**src/pkg/ensc_pkg.sv**
```systemverilog
// Shared constants and types for the network state control block
package ensc_pkg;
	localparam int          CLK_HZ       = 25000000;
	localparam int          TICK_MS      = 1;
	localparam int          MS_CYCLES    = CLK_HZ / 1000 * TICK_MS;
	localparam int          ID_W         = 11;
	localparam int          POS_W        = 32;
	localparam int          FIFO_DEPTH   = 16;
	localparam logic [10:0] NMT_ID       = 11'h000;
	localparam logic [10:0] SYNC_ID      = 11'h080;
	localparam logic [10:0] PDO_BASE     = 11'h180;
	localparam logic [10:0] BOOT_BASE    = 11'h700;
	localparam logic [7:0]  CMD_START    = 8'h01;
	localparam logic [7:0]  CMD_STOP     = 8'h02;
	localparam logic [7:0]  CMD_PREOP    = 8'h80;
	localparam logic [7:0]  CMD_RST_NODE = 8'h81;
	localparam logic [7:0]  CMD_RST_COMM = 8'h82;
	localparam logic [7:0]  ALL_NODES    = 8'h00;
	localparam logic [7:0]  NODE_DEFAULT = 8'h1f;
	localparam logic [6:0]  NODE_INC     = 7'h01;
	localparam logic [1:0]  MODE_POLLED  = 2'h0;
	localparam logic [1:0]  MODE_CYCLIC  = 2'h1;
	localparam logic [1:0]  MODE_SYNC    = 2'h2;
	localparam logic [4:0]  REG_NMT      = 5'h00;
	localparam logic [4:0]  REG_SYNC     = 5'h04;
	localparam logic [4:0]  REG_RTR      = 5'h08;
	localparam logic [4:0]  REG_STATUS   = 5'h0c;
	localparam logic [4:0]  REG_RX_ID    = 5'h10;
	localparam logic [4:0]  REG_RX_DATA  = 5'h14;
	localparam logic [1:0]  RESP_OKAY    = 2'h0;
	localparam logic [1:0]  RESP_SLVERR  = 2'h2;
	typedef enum logic [3:0] {
		ST_BOOT    = 4'h1,
		ST_PREOP   = 4'h2,
		ST_OPER    = 4'h4,
		ST_STOPPED = 4'h8
	} ensc_state_type;
endpackage : ensc_pkg

```
**src/pkg/ensc_link_if.sv**
```systemverilog
// Frame link between the network master end and the sensor end
`timescale 1ns/100ps
interface ensc_link_if;
	import ensc_pkg::*;
	logic              m2d_valid;
	logic              m2d_ready;
	logic [ID_W-1:0]   m2d_id;
	logic              m2d_rtr;
	logic [15:0]       m2d_data;
	logic              d2m_valid;
	logic              d2m_ready;
	logic [ID_W-1:0]   d2m_id;
	logic [POS_W-1:0]  d2m_data;
	modport dev  (input m2d_valid, m2d_id, m2d_rtr, m2d_data, d2m_ready,
		output m2d_ready, d2m_valid, d2m_id, d2m_data);
	modport host (output m2d_valid, m2d_id, m2d_rtr, m2d_data, d2m_ready,
		input m2d_ready, d2m_valid, d2m_id, d2m_data);
endinterface : ensc_link_if

```
**src/rtl/ensc_fifo.sv**
```systemverilog
// Parameterised first-in first-out buffer with valid and ready on both sides
`timescale 1ns/100ps
module ensc_fifo #(
	parameter int WIDTH = 43,
	parameter int DEPTH = 16
) (
	// System
	input  wire logic             clk,
	input  wire logic             resetn,
	// Fill side
	input  wire logic             in_valid,
	output logic                  in_ready,
	input  wire logic [WIDTH-1:0] in_data,
	// Drain side
	output logic                  out_valid,
	input  wire logic             out_ready,
	output logic [WIDTH-1:0]      out_data
);
	localparam int AW = $clog2(DEPTH);
	logic [WIDTH-1:0] mem [DEPTH];
	logic [AW:0]      wptr_r;
	logic [AW:0]      rptr_r;
	logic             push;
	logic             pop;

	// Extra pointer bit tells full from empty
	assign in_ready  = (wptr_r[AW] == rptr_r[AW]) || (wptr_r[AW-1:0] != rptr_r[AW-1:0]);
	assign out_valid = wptr_r != rptr_r;
	assign out_data  = mem[rptr_r[AW-1:0]];
	assign push      = in_valid && in_ready;
	assign pop       = out_valid && out_ready;

	always_ff @(posedge clk)
	begin
		if (push)
		begin
			mem[wptr_r[AW-1:0]] <= in_data;
		end
	end

	always_ff @(posedge clk)
	begin
		if (!resetn)
		begin
			wptr_r <= '0;
			rptr_r <= '0;
		end
		else
		begin
			if (push)
			begin
				wptr_r <= wptr_r + 1'b1;
			end
			if (pop)
			begin
				rptr_r <= rptr_r + 1'b1;
			end
		end
	end
endmodule : ensc_fifo

```
**src/rtl/ensc_host.sv**
```systemverilog
// Network master end: AXI4-Lite command registers and received position buffer
`timescale 1ns/100ps
module ensc_host #(
	parameter int DEPTH = ensc_pkg::FIFO_DEPTH
) (
	// System
	input  wire logic        clk,
	input  wire logic        resetn,
	// Link
	ensc_link_if.host        link,
	// AXI4-Lite write
	input  wire logic [4:0]  s_axi_awaddr,
	input  wire logic        s_axi_awvalid,
	output logic             s_axi_awready,
	input  wire logic [31:0] s_axi_wdata,
	input  wire logic [3:0]  s_axi_wstrb,
	input  wire logic        s_axi_wvalid,
	output logic             s_axi_wready,
	output logic [1:0]       s_axi_bresp,
	output logic             s_axi_bvalid,
	input  wire logic        s_axi_bready,
	// AXI4-Lite read
	input  wire logic [4:0]  s_axi_araddr,
	input  wire logic        s_axi_arvalid,
	output logic             s_axi_arready,
	output logic [31:0]      s_axi_rdata,
	output logic [1:0]       s_axi_rresp,
	output logic             s_axi_rvalid,
	input  wire logic        s_axi_rready
);
	import ensc_pkg::*;

	localparam int FW = ID_W + POS_W;
	logic              awready_r, wready_r, bvalid_r, arready_r, rvalid_r;
	logic [1:0]        bresp_r, rresp_r;
	logic [31:0]       rdata_r, wdata_r;
	logic [4:0]        awaddr_r;
	logic              tx_valid_r, tx_rtr_r;
	logic [ID_W-1:0]   tx_id_r;
	logic [15:0]       tx_data_r;
	logic              do_write, ar_fire, pop, f_valid, f_ready;
	logic [FW-1:0]     f_data;

	ensc_fifo #(.WIDTH(FW), .DEPTH(DEPTH)) u_rx_fifo (
		.clk       (clk),
		.resetn    (resetn),
		.in_valid  (link.d2m_valid),
		.in_ready  (f_ready),
		.in_data   ({link.d2m_id, link.d2m_data}),
		.out_valid (f_valid),
		.out_ready (pop),
		.out_data  (f_data)
	);
	// A full buffer holds the sensor's frame until software drains it
	assign link.d2m_ready = f_ready;

	assign do_write = !awready_r && !wready_r && !bvalid_r;
	assign ar_fire  = s_axi_arvalid && arready_r;
	assign pop      = ar_fire && s_axi_araddr == REG_RX_DATA;

	always_ff @(posedge clk)
	begin
		if (!resetn)
		begin
			awready_r <= 1'b1;
			wready_r  <= 1'b1;
			bvalid_r  <= 1'b0;
			bresp_r   <= RESP_OKAY;
			awaddr_r  <= '0;
			wdata_r   <= '0;
		end
		else
		begin
			if (s_axi_awvalid && awready_r)
			begin
				awready_r <= 1'b0;
				awaddr_r  <= s_axi_awaddr;
			end
			if (s_axi_wvalid && wready_r)
			begin
				wready_r <= 1'b0;
				wdata_r  <= s_axi_wdata;
			end
			if (do_write)
			begin
				bvalid_r <= 1'b1;
				bresp_r  <= (awaddr_r == REG_NMT || awaddr_r == REG_SYNC
					|| awaddr_r == REG_RTR) ? RESP_OKAY : RESP_SLVERR;
			end
			else if (bvalid_r && s_axi_bready)
			begin
				bvalid_r  <= 1'b0;
				awready_r <= 1'b1;
				wready_r  <= 1'b1;
			end
		end
	end

	// Writes while a frame is still waiting are dropped; status shows busy
	always_ff @(posedge clk)
	begin
		if (!resetn)
		begin
			tx_valid_r <= 1'b0;
			tx_rtr_r   <= 1'b0;
			tx_id_r    <= '0;
			tx_data_r  <= '0;
		end
		else if (do_write && !tx_valid_r && awaddr_r == REG_NMT)
		begin
			tx_valid_r <= 1'b1;
			tx_rtr_r   <= 1'b0;
			tx_id_r    <= NMT_ID;
			tx_data_r  <= wdata_r[15:0];
		end
		else if (do_write && !tx_valid_r && awaddr_r == REG_SYNC)
		begin
			tx_valid_r <= 1'b1;
			tx_rtr_r   <= 1'b0;
			tx_id_r    <= SYNC_ID;
			tx_data_r  <= '0;
		end
		else if (do_write && !tx_valid_r && awaddr_r == REG_RTR)
		begin
			tx_valid_r <= 1'b1;
			tx_rtr_r   <= 1'b1;
			tx_id_r    <= wdata_r[ID_W-1:0];
			tx_data_r  <= '0;
		end
		else if (tx_valid_r && link.m2d_ready)
		begin
			tx_valid_r <= 1'b0;
		end
	end

	always_ff @(posedge clk)
	begin
		if (!resetn)
		begin
			arready_r <= 1'b1;
			rvalid_r  <= 1'b0;
			rdata_r   <= '0;
			rresp_r   <= RESP_OKAY;
		end
		else if (ar_fire)
		begin
			arready_r <= 1'b0;
			rvalid_r  <= 1'b1;
			rresp_r   <= RESP_OKAY;
			case (s_axi_araddr)
				REG_STATUS:  rdata_r <= {29'h0, !f_ready, f_valid, tx_valid_r};
				REG_RX_ID:   rdata_r <= {21'h0, f_valid ? f_data[FW-1:POS_W] : 11'h000};
				REG_RX_DATA: rdata_r <= f_valid ? f_data[POS_W-1:0] : 32'h0000_0000;
				default:
				begin
					rdata_r <= '0;
					rresp_r <= RESP_SLVERR;
				end
			endcase
		end
		else if (rvalid_r && s_axi_rready)
		begin
			rvalid_r  <= 1'b0;
			arready_r <= 1'b1;
		end
	end

	assign link.m2d_valid = tx_valid_r;
	assign link.m2d_rtr   = tx_rtr_r;
	assign link.m2d_id    = tx_id_r;
	assign link.m2d_data  = tx_data_r;
	assign s_axi_awready  = awready_r;
	assign s_axi_wready   = wready_r;
	assign s_axi_bvalid   = bvalid_r;
	assign s_axi_bresp    = bresp_r;
	assign s_axi_arready  = arready_r;
	assign s_axi_rvalid   = rvalid_r;
	assign s_axi_rdata    = rdata_r;
	assign s_axi_rresp    = rresp_r;
endmodule : ensc_host

```
**src/flat_wrapper.sv**
```systemverilog
// flat-port wrapper written by rule: the top's interface ports become plain ports
module ensc_host_flat import ensc_pkg::*;
#(
	parameter int DEPTH = ensc_pkg::FIFO_DEPTH
)
  (clk, resetn, s_axi_awaddr, s_axi_awvalid, s_axi_awready, s_axi_wdata, s_axi_wstrb, s_axi_wvalid, s_axi_wready, s_axi_bresp, s_axi_bvalid, s_axi_bready, s_axi_araddr, s_axi_arvalid, s_axi_arready, s_axi_rdata, s_axi_rresp, s_axi_rvalid, s_axi_rready, link_m2d_valid, link_m2d_id, link_m2d_rtr, link_m2d_data, link_d2m_ready, link_m2d_ready, link_d2m_valid, link_d2m_id, link_d2m_data);
  ensc_link_if link_i ();
  input  wire logic clk;
  input  wire logic resetn;
  input  wire logic [4:0] s_axi_awaddr;
  input  wire logic s_axi_awvalid;
  output logic s_axi_awready;
  input  wire logic [31:0] s_axi_wdata;
  input  wire logic [3:0] s_axi_wstrb;
  input  wire logic s_axi_wvalid;
  output logic s_axi_wready;
  output logic [1:0] s_axi_bresp;
  output logic s_axi_bvalid;
  input  wire logic s_axi_bready;
  input  wire logic [4:0] s_axi_araddr;
  input  wire logic s_axi_arvalid;
  output logic s_axi_arready;
  output logic [31:0] s_axi_rdata;
  output logic [1:0] s_axi_rresp;
  output logic s_axi_rvalid;
  input  wire logic s_axi_rready;
  output wire logic [$bits(link_i.m2d_valid)-1:0] link_m2d_valid;
  output wire logic [$bits(link_i.m2d_id)-1:0] link_m2d_id;
  output wire logic [$bits(link_i.m2d_rtr)-1:0] link_m2d_rtr;
  output wire logic [$bits(link_i.m2d_data)-1:0] link_m2d_data;
  output wire logic [$bits(link_i.d2m_ready)-1:0] link_d2m_ready;
  input wire logic [$bits(link_i.m2d_ready)-1:0] link_m2d_ready;
  input wire logic [$bits(link_i.d2m_valid)-1:0] link_d2m_valid;
  input wire logic [$bits(link_i.d2m_id)-1:0] link_d2m_id;
  input wire logic [$bits(link_i.d2m_data)-1:0] link_d2m_data;
  assign link_m2d_valid = link_i.m2d_valid;
  assign link_m2d_id = link_i.m2d_id;
  assign link_m2d_rtr = link_i.m2d_rtr;
  assign link_m2d_data = link_i.m2d_data;
  assign link_d2m_ready = link_i.d2m_ready;
  assign link_i.m2d_ready = link_m2d_ready;
  assign link_i.d2m_valid = link_d2m_valid;
  assign link_i.d2m_id = link_d2m_id;
  assign link_i.d2m_data = link_d2m_data;
  ensc_host #(.DEPTH(DEPTH)) u_core (.clk(clk), .resetn(resetn), .link(link_i), .s_axi_awaddr(s_axi_awaddr), .s_axi_awvalid(s_axi_awvalid), .s_axi_awready(s_axi_awready), .s_axi_wdata(s_axi_wdata), .s_axi_wstrb(s_axi_wstrb), .s_axi_wvalid(s_axi_wvalid), .s_axi_wready(s_axi_wready), .s_axi_bresp(s_axi_bresp), .s_axi_bvalid(s_axi_bvalid), .s_axi_bready(s_axi_bready), .s_axi_araddr(s_axi_araddr), .s_axi_arvalid(s_axi_arvalid), .s_axi_arready(s_axi_arready), .s_axi_rdata(s_axi_rdata), .s_axi_rresp(s_axi_rresp), .s_axi_rvalid(s_axi_rvalid), .s_axi_rready(s_axi_rready));
endmodule
```
**config.mk**
```make
export PLATFORM = sky130hd
export DESIGN_NAME = ensc_host_flat
export DESIGN_NICKNAME = d
export VERILOG_FILES = /design/src/pkg/ensc_pkg.sv /design/src/pkg/ensc_link_if.sv /design/src/rtl/ensc_fifo.sv /design/src/rtl/ensc_host.sv /design/src/flat_wrapper.sv
export SDC_FILE = /design/constraint.sdc
export NUM_CORES = 1
export LEC_CHECK = 0
export BUFFER_PORTS_ARGS = -buffer_cell sky130_fd_sc_hd__buf_4
export CORE_MARGIN = 10
export CORE_UTILIZATION = 45
export CTS_CLUSTER_SIZE = 16
export DETAILED_ROUTE_END_ITERATION = 8
export PLACE_DENSITY = 0.62
export SYNTH_ARGS = -nofsm -noshare
export SYNTH_HDL_FRONTEND = slang
export SYNTH_SLANG_ARGS = --single-unit
export TNS_END_PERCENT = 100
```
**constraint.sdc**
```tcl
create_clock -name clk -period 9.9 [get_ports clk]
set_input_delay 0.495 -clock clk [delete_from_list [all_inputs] [get_ports clk]]
set_output_delay 0.495 -clock clk [all_outputs]
set_load 0.01 [all_outputs]
```
==> results of run 1 <==
-- layer usage --
layer / vias up / GRT usage [%] / wire length, um / part of all wire [%]
li1: 6506 / - / - / -
met1: 7916 / 23.0 / 28800 / 43
met2: 415 / 27.5 / 32100 / 48
met3: 93 / 3.36 / 3960 / 6.0
met4: 6 / 5.32 / 1390 / 2.1
met5: - / 0 / 42 / 0.063
-- stage by stage --
step                      hold slack [ns]  power (mW)  setup WS [ns]  instance area [um^2]  std cells
after CTS                          0.0499        6.82           6.51                 34800       2612
after detailed placement            0.435        3.95           6.51                 32200       2459
after global routing               0.0949        6.97           6.34                 34800       2612
after floorplan                     0.438        3.84           5.31                 30200       1507
after global placement              0.436        3.94           6.57                 32200       2459
final                              0.0870        6.74           6.48                 34800       2614
-- cells in the final DEF (no fill, tap or decap), drive strengths merged, types with 7 or more instances in the layout --
| master | n |
|---|---|
| edfxtp | 688 |
| buf | 172 |
| mux4 | 171 |
| clkbuf | 124 |
| dfxtp | 103 |
| nand2 | 78 |
| mux2i | 75 |
| nor2b | 46 |
| a211oi | 27 |
| a21oi | 26 |
| a21boi | 26 |
| a22oi | 24 |
| clkinv | 24 |
| a22o | 21 |
| o22ai | 16 |
| and3 | 14 |
| nor2 | 13 |
| and2 | 12 |
| inv | 12 |
| o21ai | 11 |
| nand3 | 10 |
| xor2 | 7 |
-- state kept, by name, indices dropped and copies added, names as in the netlist, named ones only --
name,flops
u_core.awaddr_r,5
u_core.link.m2d_data,16
u_core.link.m2d_id,11
u_core.link.m2d_rtr,1
u_core.link.m2d_valid,1
u_core.s_axi_arready,1
u_core.s_axi_awready,1
u_core.s_axi_bresp,1
u_core.s_axi_bvalid,1
u_core.s_axi_rdata,32
u_core.s_axi_rresp,1
u_core.s_axi_rvalid,1
u_core.s_axi_wready,1
u_core.u_rx_fifo.mem,688
u_core.u_rx_fifo.rptr_r,5
u_core.u_rx_fifo.wptr_r,5
u_core.wdata_r,16
-- path summary, 6_finish.rpt --
kind                                                  from                           end  slack (ns)  cells after the start
worst max register to register  u_core.u_rx_fifo.wptr_r[2]  u_core.u_rx_fifo.mem[11][20]        6.48                      5
worst min-delay path                          s_axi_wvalid           u_core.s_axi_wready        0.09                      2
worst min register to register       u_core.s_axi_rdata[6]         u_core.s_axi_rdata[6]        0.44                      2
worst max-delay path            u_core.u_rx_fifo.wptr_r[2]  u_core.u_rx_fifo.mem[11][20]        6.48                      5
-- final cells by class --
class	instances	area (um^2)
clock buffer	124	2320
clock inverter	29	193
fill	5231	31400
multi-input combinational	624	7100
antenna	2	5.00
inverter	8	30.0
tap	864	1080
timing repair buffer	172	1300
sequential	791	22700
-- critical path, stage by stage, from the launching register on --
cell     delay [ns]
dfxtp_1        0.51
xor2_1         0.28
nor4_4         0.12
a21oi_1        0.71
and3_2         0.75
buf_4          0.64
-- power breakdown --
part | leakage [nW] | switching (mW) | internal [mW] | total [mW]
Clock | 1.23 | 1.21 | 1.65 | 2.87
Sequential | 7.05 | 0.0164 | 3.67 | 3.68
Combinational | 2.87 | 0.120 | 0.0723 | 0.192
-- kinds of logic (layout without fill, tap and decap cells) --
kind of cell    after synthesis  count (layout)  share of synthesized area [%]
xor+xnor                     10              10                          0.290
simple gates                197             197                           3.53
buf+inv                      92             333                           1.51
other cells                   1               4                         0.0124
flops                       791             791                           75.2
fa+ha+maj                     5               5                          0.207
mux                         248             248                           15.3
compound gates              162             162                           3.99
==> impl_metrics.env, run 1 <==
export IMPL_outcome="complete, no violations"
export IMPL_core_um2=66200
export IMPL_viasPerCell=5.71
export IMPL_cp_start_kind="flop"
export IMPL_synth_most_common_cell="edfxtp_1"
export IMPL_post_route_util_pct=52.5
export IMPL_grt_pass1_vias=15533
export IMPL_grt_use_total_pct=17.0
export IMPL_drive_gt1_share_pct=28.7
export IMPL_clkSinkCount=791
export IMPL_die_h_um=279
export IMPL_hold_violations=0
export IMPL_synth_area_leaders="edfxtp_1 (68%), mux4_2 (13%), dfxtp_1 (6.8%)"
export IMPL_num_rows=94
export IMPL_gp_congestion=0.732
export IMPL_dr_pass1_iters=5
export IMPL_async_reset_ff_share_pct=0
export IMPL_first_iter_violations=1182
export IMPL_ys_types=55
export IMPL_fin_tns_setup_ns=0
export IMPL_dominantRegCellSynth="edfxtp_1"
export IMPL_crit_arrival_ns=3.66
export IMPL_postSynthAreaPerCell_um2=20.1
export IMPL_final_antenna_net_count=0
export IMPL_rsz0062_at_grt="no"
export IMPL_synth_edf_count=688
export IMPL_ys_top_cells_by_count="edfxtp_1 (688), mux4_2 (171), dfxtp_1 (103)"
export IMPL_leakagePower_nw=11.2
export IMPL_worstSetupPathType="reg2reg"
export IMPL_worst_pin_slew_ns=1.20
export IMPL_slew_viol_final=0
export IMPL_syn_instance_count=1506
export IMPL_grt_pass1_wl_um=99500
export IMPL_synth_warnings=0
export IMPL_cts_root_buf="clkbuf_16"
export IMPL_numCtsBuffers=83
export IMPL_skew_ns=0.0164
export IMPL_numPortBuffers=146
export IMPL_postCtsSetupBuffers=0
export IMPL_p_per_area_nw_per_um2=194
export IMPL_overflow=0
export IMPL_holdBufCountCts=0
export IMPL_die_area_um2=77900
export IMPL_io_pins=169
export IMPL_grt_max_degree=97
export IMPL_vias=14936
export IMPL_post_route_drc_count=0
export IMPL_critPathMaxFanout=29
export IMPL_fmax_mhz=293
export IMPL_fin_nets=1783
export IMPL_drt_total_wl_um=66300
export IMPL_post_dp_hpwl_um=33200
export IMPL_timing_final_crit_share_pct=34.5
export IMPL_cts_buffer_depth=3
export IMPL_slew_limit_headroom_pct=19.9
export IMPL_syn_cell_area_um2=30200
export IMPL_synth_top_cell_area_share_pct=68.3
export IMPL_yosys_area_top_type="edfxtp_1"
export IMPL_cts_tree="done"
export IMPL_required_ns=10.14
export IMPL_hp_class="in2reg"
export IMPL_path_clk_slew_ns=0.06
export IMPL_synth_seq_cells=791
export IMPL_finalSetupViolCount=0
export IMPL_drv_cap=0
export IMPL_cts_max_level=3
export IMPL_die_x_um=279
export IMPL_min_period_ns=3.42
export IMPL_grt_antenna_before_repair=4
export IMPL_yosysSeqAreaShare_pct=75.2
export IMPL_syn2layout_area_growth_pct=15.0
export IMPL_wl_per_cell_um=25.4
export IMPL_endpoint_kind="flop"
export IMPL_post_cts_resized=0
export IMPL_worstSkewPairLatency_ns=0.62
export IMPL_start_util_pct=45.7
export IMPL_irDropWorstVdd_uv=127
(Power assumes the default switching activity.)
==> run 2: changes to the inputs <==
==> constraint.sdc (replaced) <==
create_clock -name clk -period 3.3 [get_ports clk]
set_input_delay 0.165 -clock clk [delete_from_list [all_inputs] [get_ports clk]]
set_output_delay 0.165 -clock clk [all_outputs]
set_load 0.01 [all_outputs]
==> run 2 against run 1 <==
  * Sequential power grew to 3.0 times the previous value
  * Highest routed layer unchanged
  * Global-route usage increased by 0.16 points
  * Clock skew fell by 0.0054 ns
  * Flip-flop and latch count did not move
  * Critical endpoint is now u_core.u_rx_fifo.mem[11][31]
  * Core utilization up 2.2 points
  * Clock power rose to 3.2 times the previous value
  * Maximum frequency is 23% higher
  * Count of clock-buffer cells in the layout is the same
  * Non-clock buffer count is 101 higher
==> impl_metrics.env, run 2 (synthesized netlist as in run 1, its figures left out) <==
export IMPL_outcome="complete, no violations"
export IMPL_cts_max_level=3
export IMPL_hold_violations=0
export IMPL_gp_congestion=0.731
export IMPL_worstHoldStart="resetn"
export IMPL_skew_ns=0.0111
export IMPL_hp_class="in2reg"
export IMPL_grt_pass1_wl_um=101000
export IMPL_critPathSlowestCell="a21oi_1"
export IMPL_drv_cap=0
export IMPL_core_um2=66200
export IMPL_worstSetupPathType="reg2reg"
export IMPL_num_rows=94
export IMPL_layout_commonest_cell="edfxtp_1"
export IMPL_syn2layout_area_growth_pct=19.9
export IMPL_viasPerCell=5.59
export IMPL_leakagePower_nw=11.8
export IMPL_path_cells="xor2_1 > nor4_4 > a21oi_1 > and3_2 > buf_12"
export IMPL_grt_max_degree=65
export IMPL_die_area_um2=77900
export IMPL_critPathMaxFanout=18
export IMPL_numCtsBuffers=83
export IMPL_endpoint_kind="flop"
export IMPL_finalPower_mw=21.0
export IMPL_fin_tns_setup_ns=0
export IMPL_crit_family="compound AO/OA/AOI/OAI gates"
export IMPL_finalSetupViolCount=0
export IMPL_placedInstanceArea_um2=32700
export IMPL_vias=15174
export IMPL_grt_pass1_vias=15856
export IMPL_numPortBuffers=146
export IMPL_post_dp_hpwl_um=36300
export IMPL_slew_limit_headroom_pct=25.4
export IMPL_grt_antenna_before_repair=3
export IMPL_worstSkewPairLatency_ns=0.63
export IMPL_setup_worst_path_start="u_core.u_rx_fifo.wptr_r[2]"
export IMPL_cts_root_buf="clkbuf_16"
export IMPL_drt_total_wl_um=66900
export IMPL_dr_pass1_iters=5
export IMPL_fin_nets=1884
export IMPL_worst_pin_slew_ns=1.12
export IMPL_slew_viol_final=0
export IMPL_fin_area_um2=36200
export IMPL_postCtsSetupBuffers=0
export IMPL_holdBufCountCts=78
export IMPL_p_per_area_nw_per_um2=578
export IMPL_drive_gt1_share_pct=29.1
export IMPL_post_route_drc_count=0
export IMPL_grt_use_total_pct=17.2
export IMPL_wl_per_cell_um=24.6
export IMPL_cts_buffer_depth=3
export IMPL_die_x_um=279
export IMPL_first_iter_violations=1145
export IMPL_irDropWorstVdd_uv=340
export IMPL_die_h_um=279
export IMPL_required_ns=3.62
export IMPL_crit_arrival_ns=3.10
export IMPL_cp_start_kind="flop"
export IMPL_final_cell_mix="edfxtp_1 (688), mux4_2 (171), buf_4 (171)"
export IMPL_io_pins=169
export IMPL_path_clk_slew_ns=0.06
export IMPL_post_cts_resized=0
export IMPL_timing_final_crit_share_pct=84.1
export IMPL_rr_startpoint="u_core.u_rx_fifo.wptr_r[2]"
export IMPL_cts_tree="done"
export IMPL_rsz0062_at_grt="no"
export IMPL_largest_register_ff_count=688
export IMPL_min_period_ns=2.78
export IMPL_path_buf_inv=1
export IMPL_fmax_mhz=360
export IMPL_overflow=0
export IMPL_start_util_pct=45.7
export IMPL_max_stage_delay_ns=0.72
export IMPL_final_antenna_net_count=0
export IMPL_clkSinkCount=791
==> run 2: layout make-up <==
type,count,area [um^2]
clock buffer,124,2450
clock inverter,31,285
antenna,1,2.50
inverter,8,30.0
multi-input combinational,624,7110
fill,5027,30000
sequential,791,22700
tap,864,1080
timing repair buffer,273,2540
==> run 2: worst reg2reg max path: stages, from the launching register on <==
cell	delay, ns
dfxtp_1	0.54
xor2_1	0.27
nor4_4	0.06
a21oi_1	0.72
and3_2	0.61
buf_12	0.26
==> run 2: per-stage QoR <==
| stage | setup slack, ns | std cells | hold slack (ns) | util (%) |
|---|---|---|---|---|
| floorplan | -0.00348 | 1507 | 0.264 | - |
| global placement | 0.558 | 2482 | 0.367 | 49.4 |
| detailed placement | 0.541 | 2482 | 0.379 | 49.4 |
| CTS | 0.515 | 2715 | 0.0114 | 54.7 |
| global route | 0.270 | 2715 | 0.0599 | 54.7 |
| finish | 0.523 | 2716 | 0.0544 | 54.7 |
==> run 2: final timing paths <==
path	depth (start not counted)	end	slack, ns
worst max-delay path	5	u_core.u_rx_fifo.mem[11][31]	0.52
worst min-delay path	3	u_core.s_axi_bresp[1]	0.05
worst max register to register	5	u_core.u_rx_fifo.mem[11][31]	0.52
worst min register to register	2	u_core.s_axi_rdata[7]	0.44
==> run 2: power breakdown <==
group	leakage [nW]	internal, mW	total [mW]	switching, mW
Combinational	3.38	0.294	0.685	0.391
Clock	1.34	5.46	9.22	3.76
Sequential	7.05	11.0	11.0	0.0497
Total	11.8	16.7	21.0	4.20
==> run 2: layer usage <==
metal / vias to the layer above / global-route usage [%] / wire (um)
met3: 111 / 3.22 / 3330
li1: 6693 / - / -
met1: 7995 / 23.1 / 29500
met4: 4 / 4.72 / 1360
met2: 371 / 28.3 / 32800
met5: - / 0 / 26
==> run 3: changes to the inputs <==
--- a/config.mk
+++ b/config.mk
@@ -10,7 +10,7 @@
 export CORE_UTILIZATION = 45
 export CTS_CLUSTER_SIZE = 16
 export DETAILED_ROUTE_END_ITERATION = 8
-export PLACE_DENSITY = 0.62
+export PLACE_DENSITY = 0.64
 export SYNTH_ARGS = -nofsm -noshare
 export SYNTH_HDL_FRONTEND = slang
 export SYNTH_SLANG_ARGS = --single-unit
==> constraint.sdc (replaced) <==
create_clock -name clk -period 2.29 [get_ports clk]
set_input_delay 0.1145 -clock clk [delete_from_list [all_inputs] [get_ports clk]]
set_output_delay 0.1145 -clock clk [all_outputs]
set_load 0.01 [all_outputs]
==> run 3 against run 2 <==
  * Non-clock buffer count is 53 higher
  * Sequential power is 45% higher
  * Routed wire length is 3.9% higher
  * First-iteration DRC count is 11% higher
  * Setup slack worse by 0.41 ns
  * Cell count is 1.7% higher
  * Register-to-register slack worse by 0.41 ns
  * Largest cell class unchanged
  * Combinational power is 50% higher
  * Critical path type unchanged
==> impl_metrics.env, run 3 (synthesized netlist as in run 1, its figures left out) <==
export IMPL_outcome="complete, no violations"
export IMPL_overflow=0
export IMPL_critPathMaxFanout=21
export IMPL_worstHoldStart="s_axi_araddr[1]"
export IMPL_drt_total_wl_um=69500
export IMPL_grt_antenna_before_repair=4
export IMPL_first_iter_violations=1276
export IMPL_numCtsBuffers=80
export IMPL_rr_startpoint="u_core.u_rx_fifo.wptr_r[2]"
export IMPL_finalSetupViolCount=0
export IMPL_crit_family="buffers and inverters"
export IMPL_antenna_cells=0
export IMPL_cp_start_kind="flop"
export IMPL_worstSetupPathDepth=7
export IMPL_grt_pass1_wl_um=104000
export IMPL_die_h_um=279
export IMPL_post_route_util_pct=55.9
export IMPL_reg2reg_depth=7
export IMPL_num_rows=94
export IMPL_slew_viol_final=0
export IMPL_min_period_ns=2.18
export IMPL_drv_cap=0
export IMPL_slew_limit_headroom_pct=43.7
export IMPL_grt_pass1_vias=16150
export IMPL_path_buf_inv=3
export IMPL_critPathSlowestCell="dfxtp_2"
export IMPL_layout_commonest_cell="edfxtp_1"
export IMPL_cts_root_buf="clkbuf_16"
export IMPL_hold_violations=0
export IMPL_r2r_setup_slack_ns=0.11
export IMPL_path_clk_slew_ns=0.06
export IMPL_die_area_um2=77900
export IMPL_leakagePower_nw=12.1
export IMPL_grt_max_degree=64
export IMPL_path_cells="xor2_2 > nor4_4 > buf_4 > a21oi_1 > buf_4 > and3_4 > buf_12"
export IMPL_final_antenna_net_count=0
export IMPL_worst_pin_slew_ns=0.837
export IMPL_dr_pass1_iters=5
export IMPL_drive_gt1_share_pct=31.9
export IMPL_die_x_um=279
export IMPL_fmax_mhz=459
export IMPL_syn2layout_area_growth_pct=22.4
export IMPL_timing_final_crit_share_pct=95.1
export IMPL_cts_buffer_depth=3
export IMPL_place_ws_ns=0.138
export IMPL_irDropWorstVdd_uv=472
export IMPL_vias=15636
export IMPL_crit_arrival_ns=2.49
export IMPL_core_um2=66200
export IMPL_final_cell_mix="edfxtp_1 (688), buf_4 (195), mux4_2 (171)"
export IMPL_worst_slack_ns=0.112
export IMPL_endpoint_kind="flop"
export IMPL_io_pins=169
export IMPL_wl_per_cell_um=25.2
export IMPL_worstSkewPairLatency_ns=0.63
export IMPL_viasPerCell=5.66
export IMPL_rr_endpoint="u_core.u_rx_fifo.mem[2][13]"
export IMPL_skew_ns=0.0191
export IMPL_min_path_cells=5
export IMPL_clkSinkCount=791
export IMPL_fin_nets=1934
export IMPL_grt_use_total_pct=17.7
export IMPL_post_route_drc_count=0
export IMPL_cts_tree="done"
export IMPL_min_to="u_core.s_axi_rdata[2]"
export IMPL_start_util_pct=45.7
export IMPL_required_ns=2.60
export IMPL_worstSetupPathType="reg2reg"
export IMPL_post_dp_hpwl_um=40600
export IMPL_rsz0062_at_grt="no"
export IMPL_cp_common_cell="buf_4"
export IMPL_gp_congestion=0.749
export IMPL_max_stage_delay_ns=0.45
export IMPL_cts_max_level=3
export IMPL_hp_class="in2reg"
export IMPL_largest_register_ff_count=688
export IMPL_p_per_area_nw_per_um2=806
export IMPL_numPortBuffers=146
## run 3: cell count changes in the layout (fill, tap and decap cells not counted), sizes merged
cell,before,now
buf,195,250
diode,1,0
clkinv,25,28
inv,9,10
clkinvlp,1,7
clkbuf,124,108
dlygate4sd3,78,76
## run 3: cell type report
type | count | area, um^2
clock inverter | 41 | 365
tap | 864 | 1080
timing repair buffer | 326 | 3330
multi-input combinational | 624 | 7180
fill | 4912 | 29200
sequential | 791 | 22700
inverter | 8 | 30.0
clock buffer | 108 | 2260
## run 3: power breakdown
part / switching (mW) / total (mW) / internal (mW) / leakage, nW
clock network: 5.43 / 12.9 / 7.43 / 1.28
logic: 0.573 / 1.03 / 0.461 / 3.74
registers: 0.0746 / 15.9 / 15.8 / 7.05
## run 3: worst max-delay path by stage
| stage | startpoint | endpoint | slack, ns |
|---|---|---|---|
| global placement | flop | u_core.s_axi_rdata[7] | 0.14 |
| global route | flop | u_core.s_axi_rdata[24] | 0.007 |
| floorplan | u_core.u_rx_fifo.wptr_r[2] | u_core.u_rx_fifo.mem[3][0] | -0.30 |
| CTS | u_core.u_rx_fifo.wptr_r[0] | u_core.u_rx_fifo.mem[13][27] | 0.04 |
| detailed placement | flop | u_core.s_axi_rdata[7] | 0.14 |
| finish | u_core.u_rx_fifo.wptr_r[2] | u_core.u_rx_fifo.mem[2][13] | 0.11 |
## run 3: metal layers
metal	share of wire, %	global-route usage, %
met1	42	23.9
met2	49	29.1
met3	6.6	3.39
met4	1.9	5.02
met5	0.068	0
## run 3: worst reg2reg max path: cells and delay by family, from the launching register on
kind | cells | cell delay, ns
AOI/OAI and AO/OA | 1 | 0.14
and+or+nand+nor | 2 | 0.43
xor gates and xnor gates | 1 | 0.20
buffers and inverters | 3 | 0.62
DFF | 1 | 0.45
## run 3: what timing repair did
| item | 4_1_cts | 5_1_grt |
|---|---|---|
| hold endpoints to repair | 717 | 0 |
| setup buffers | 1 | 7 |
| setup endpoints to repair | 1 | 197 |
| hold buffers | 76 | 0 |
| resized for setup | 0 | 2 |
| pin swaps | 1 | 1 |
## run 3: per-stage QoR
step	cell area (um^2)	power [mW]	TNS, ns	std cells	hold WS [ns]
after floorplan	30400	16.6	-12.94	1507	0.213
after global placement	33500	17.1	0	2529	0.331
after detailed placement	33500	17.1	0	2529	0.333
after CTS	36900	30.1	0	2755	0.0460
after global routing	37000	30.7	0	2762	0.122
final	37000	29.8	0	2762	0.0679
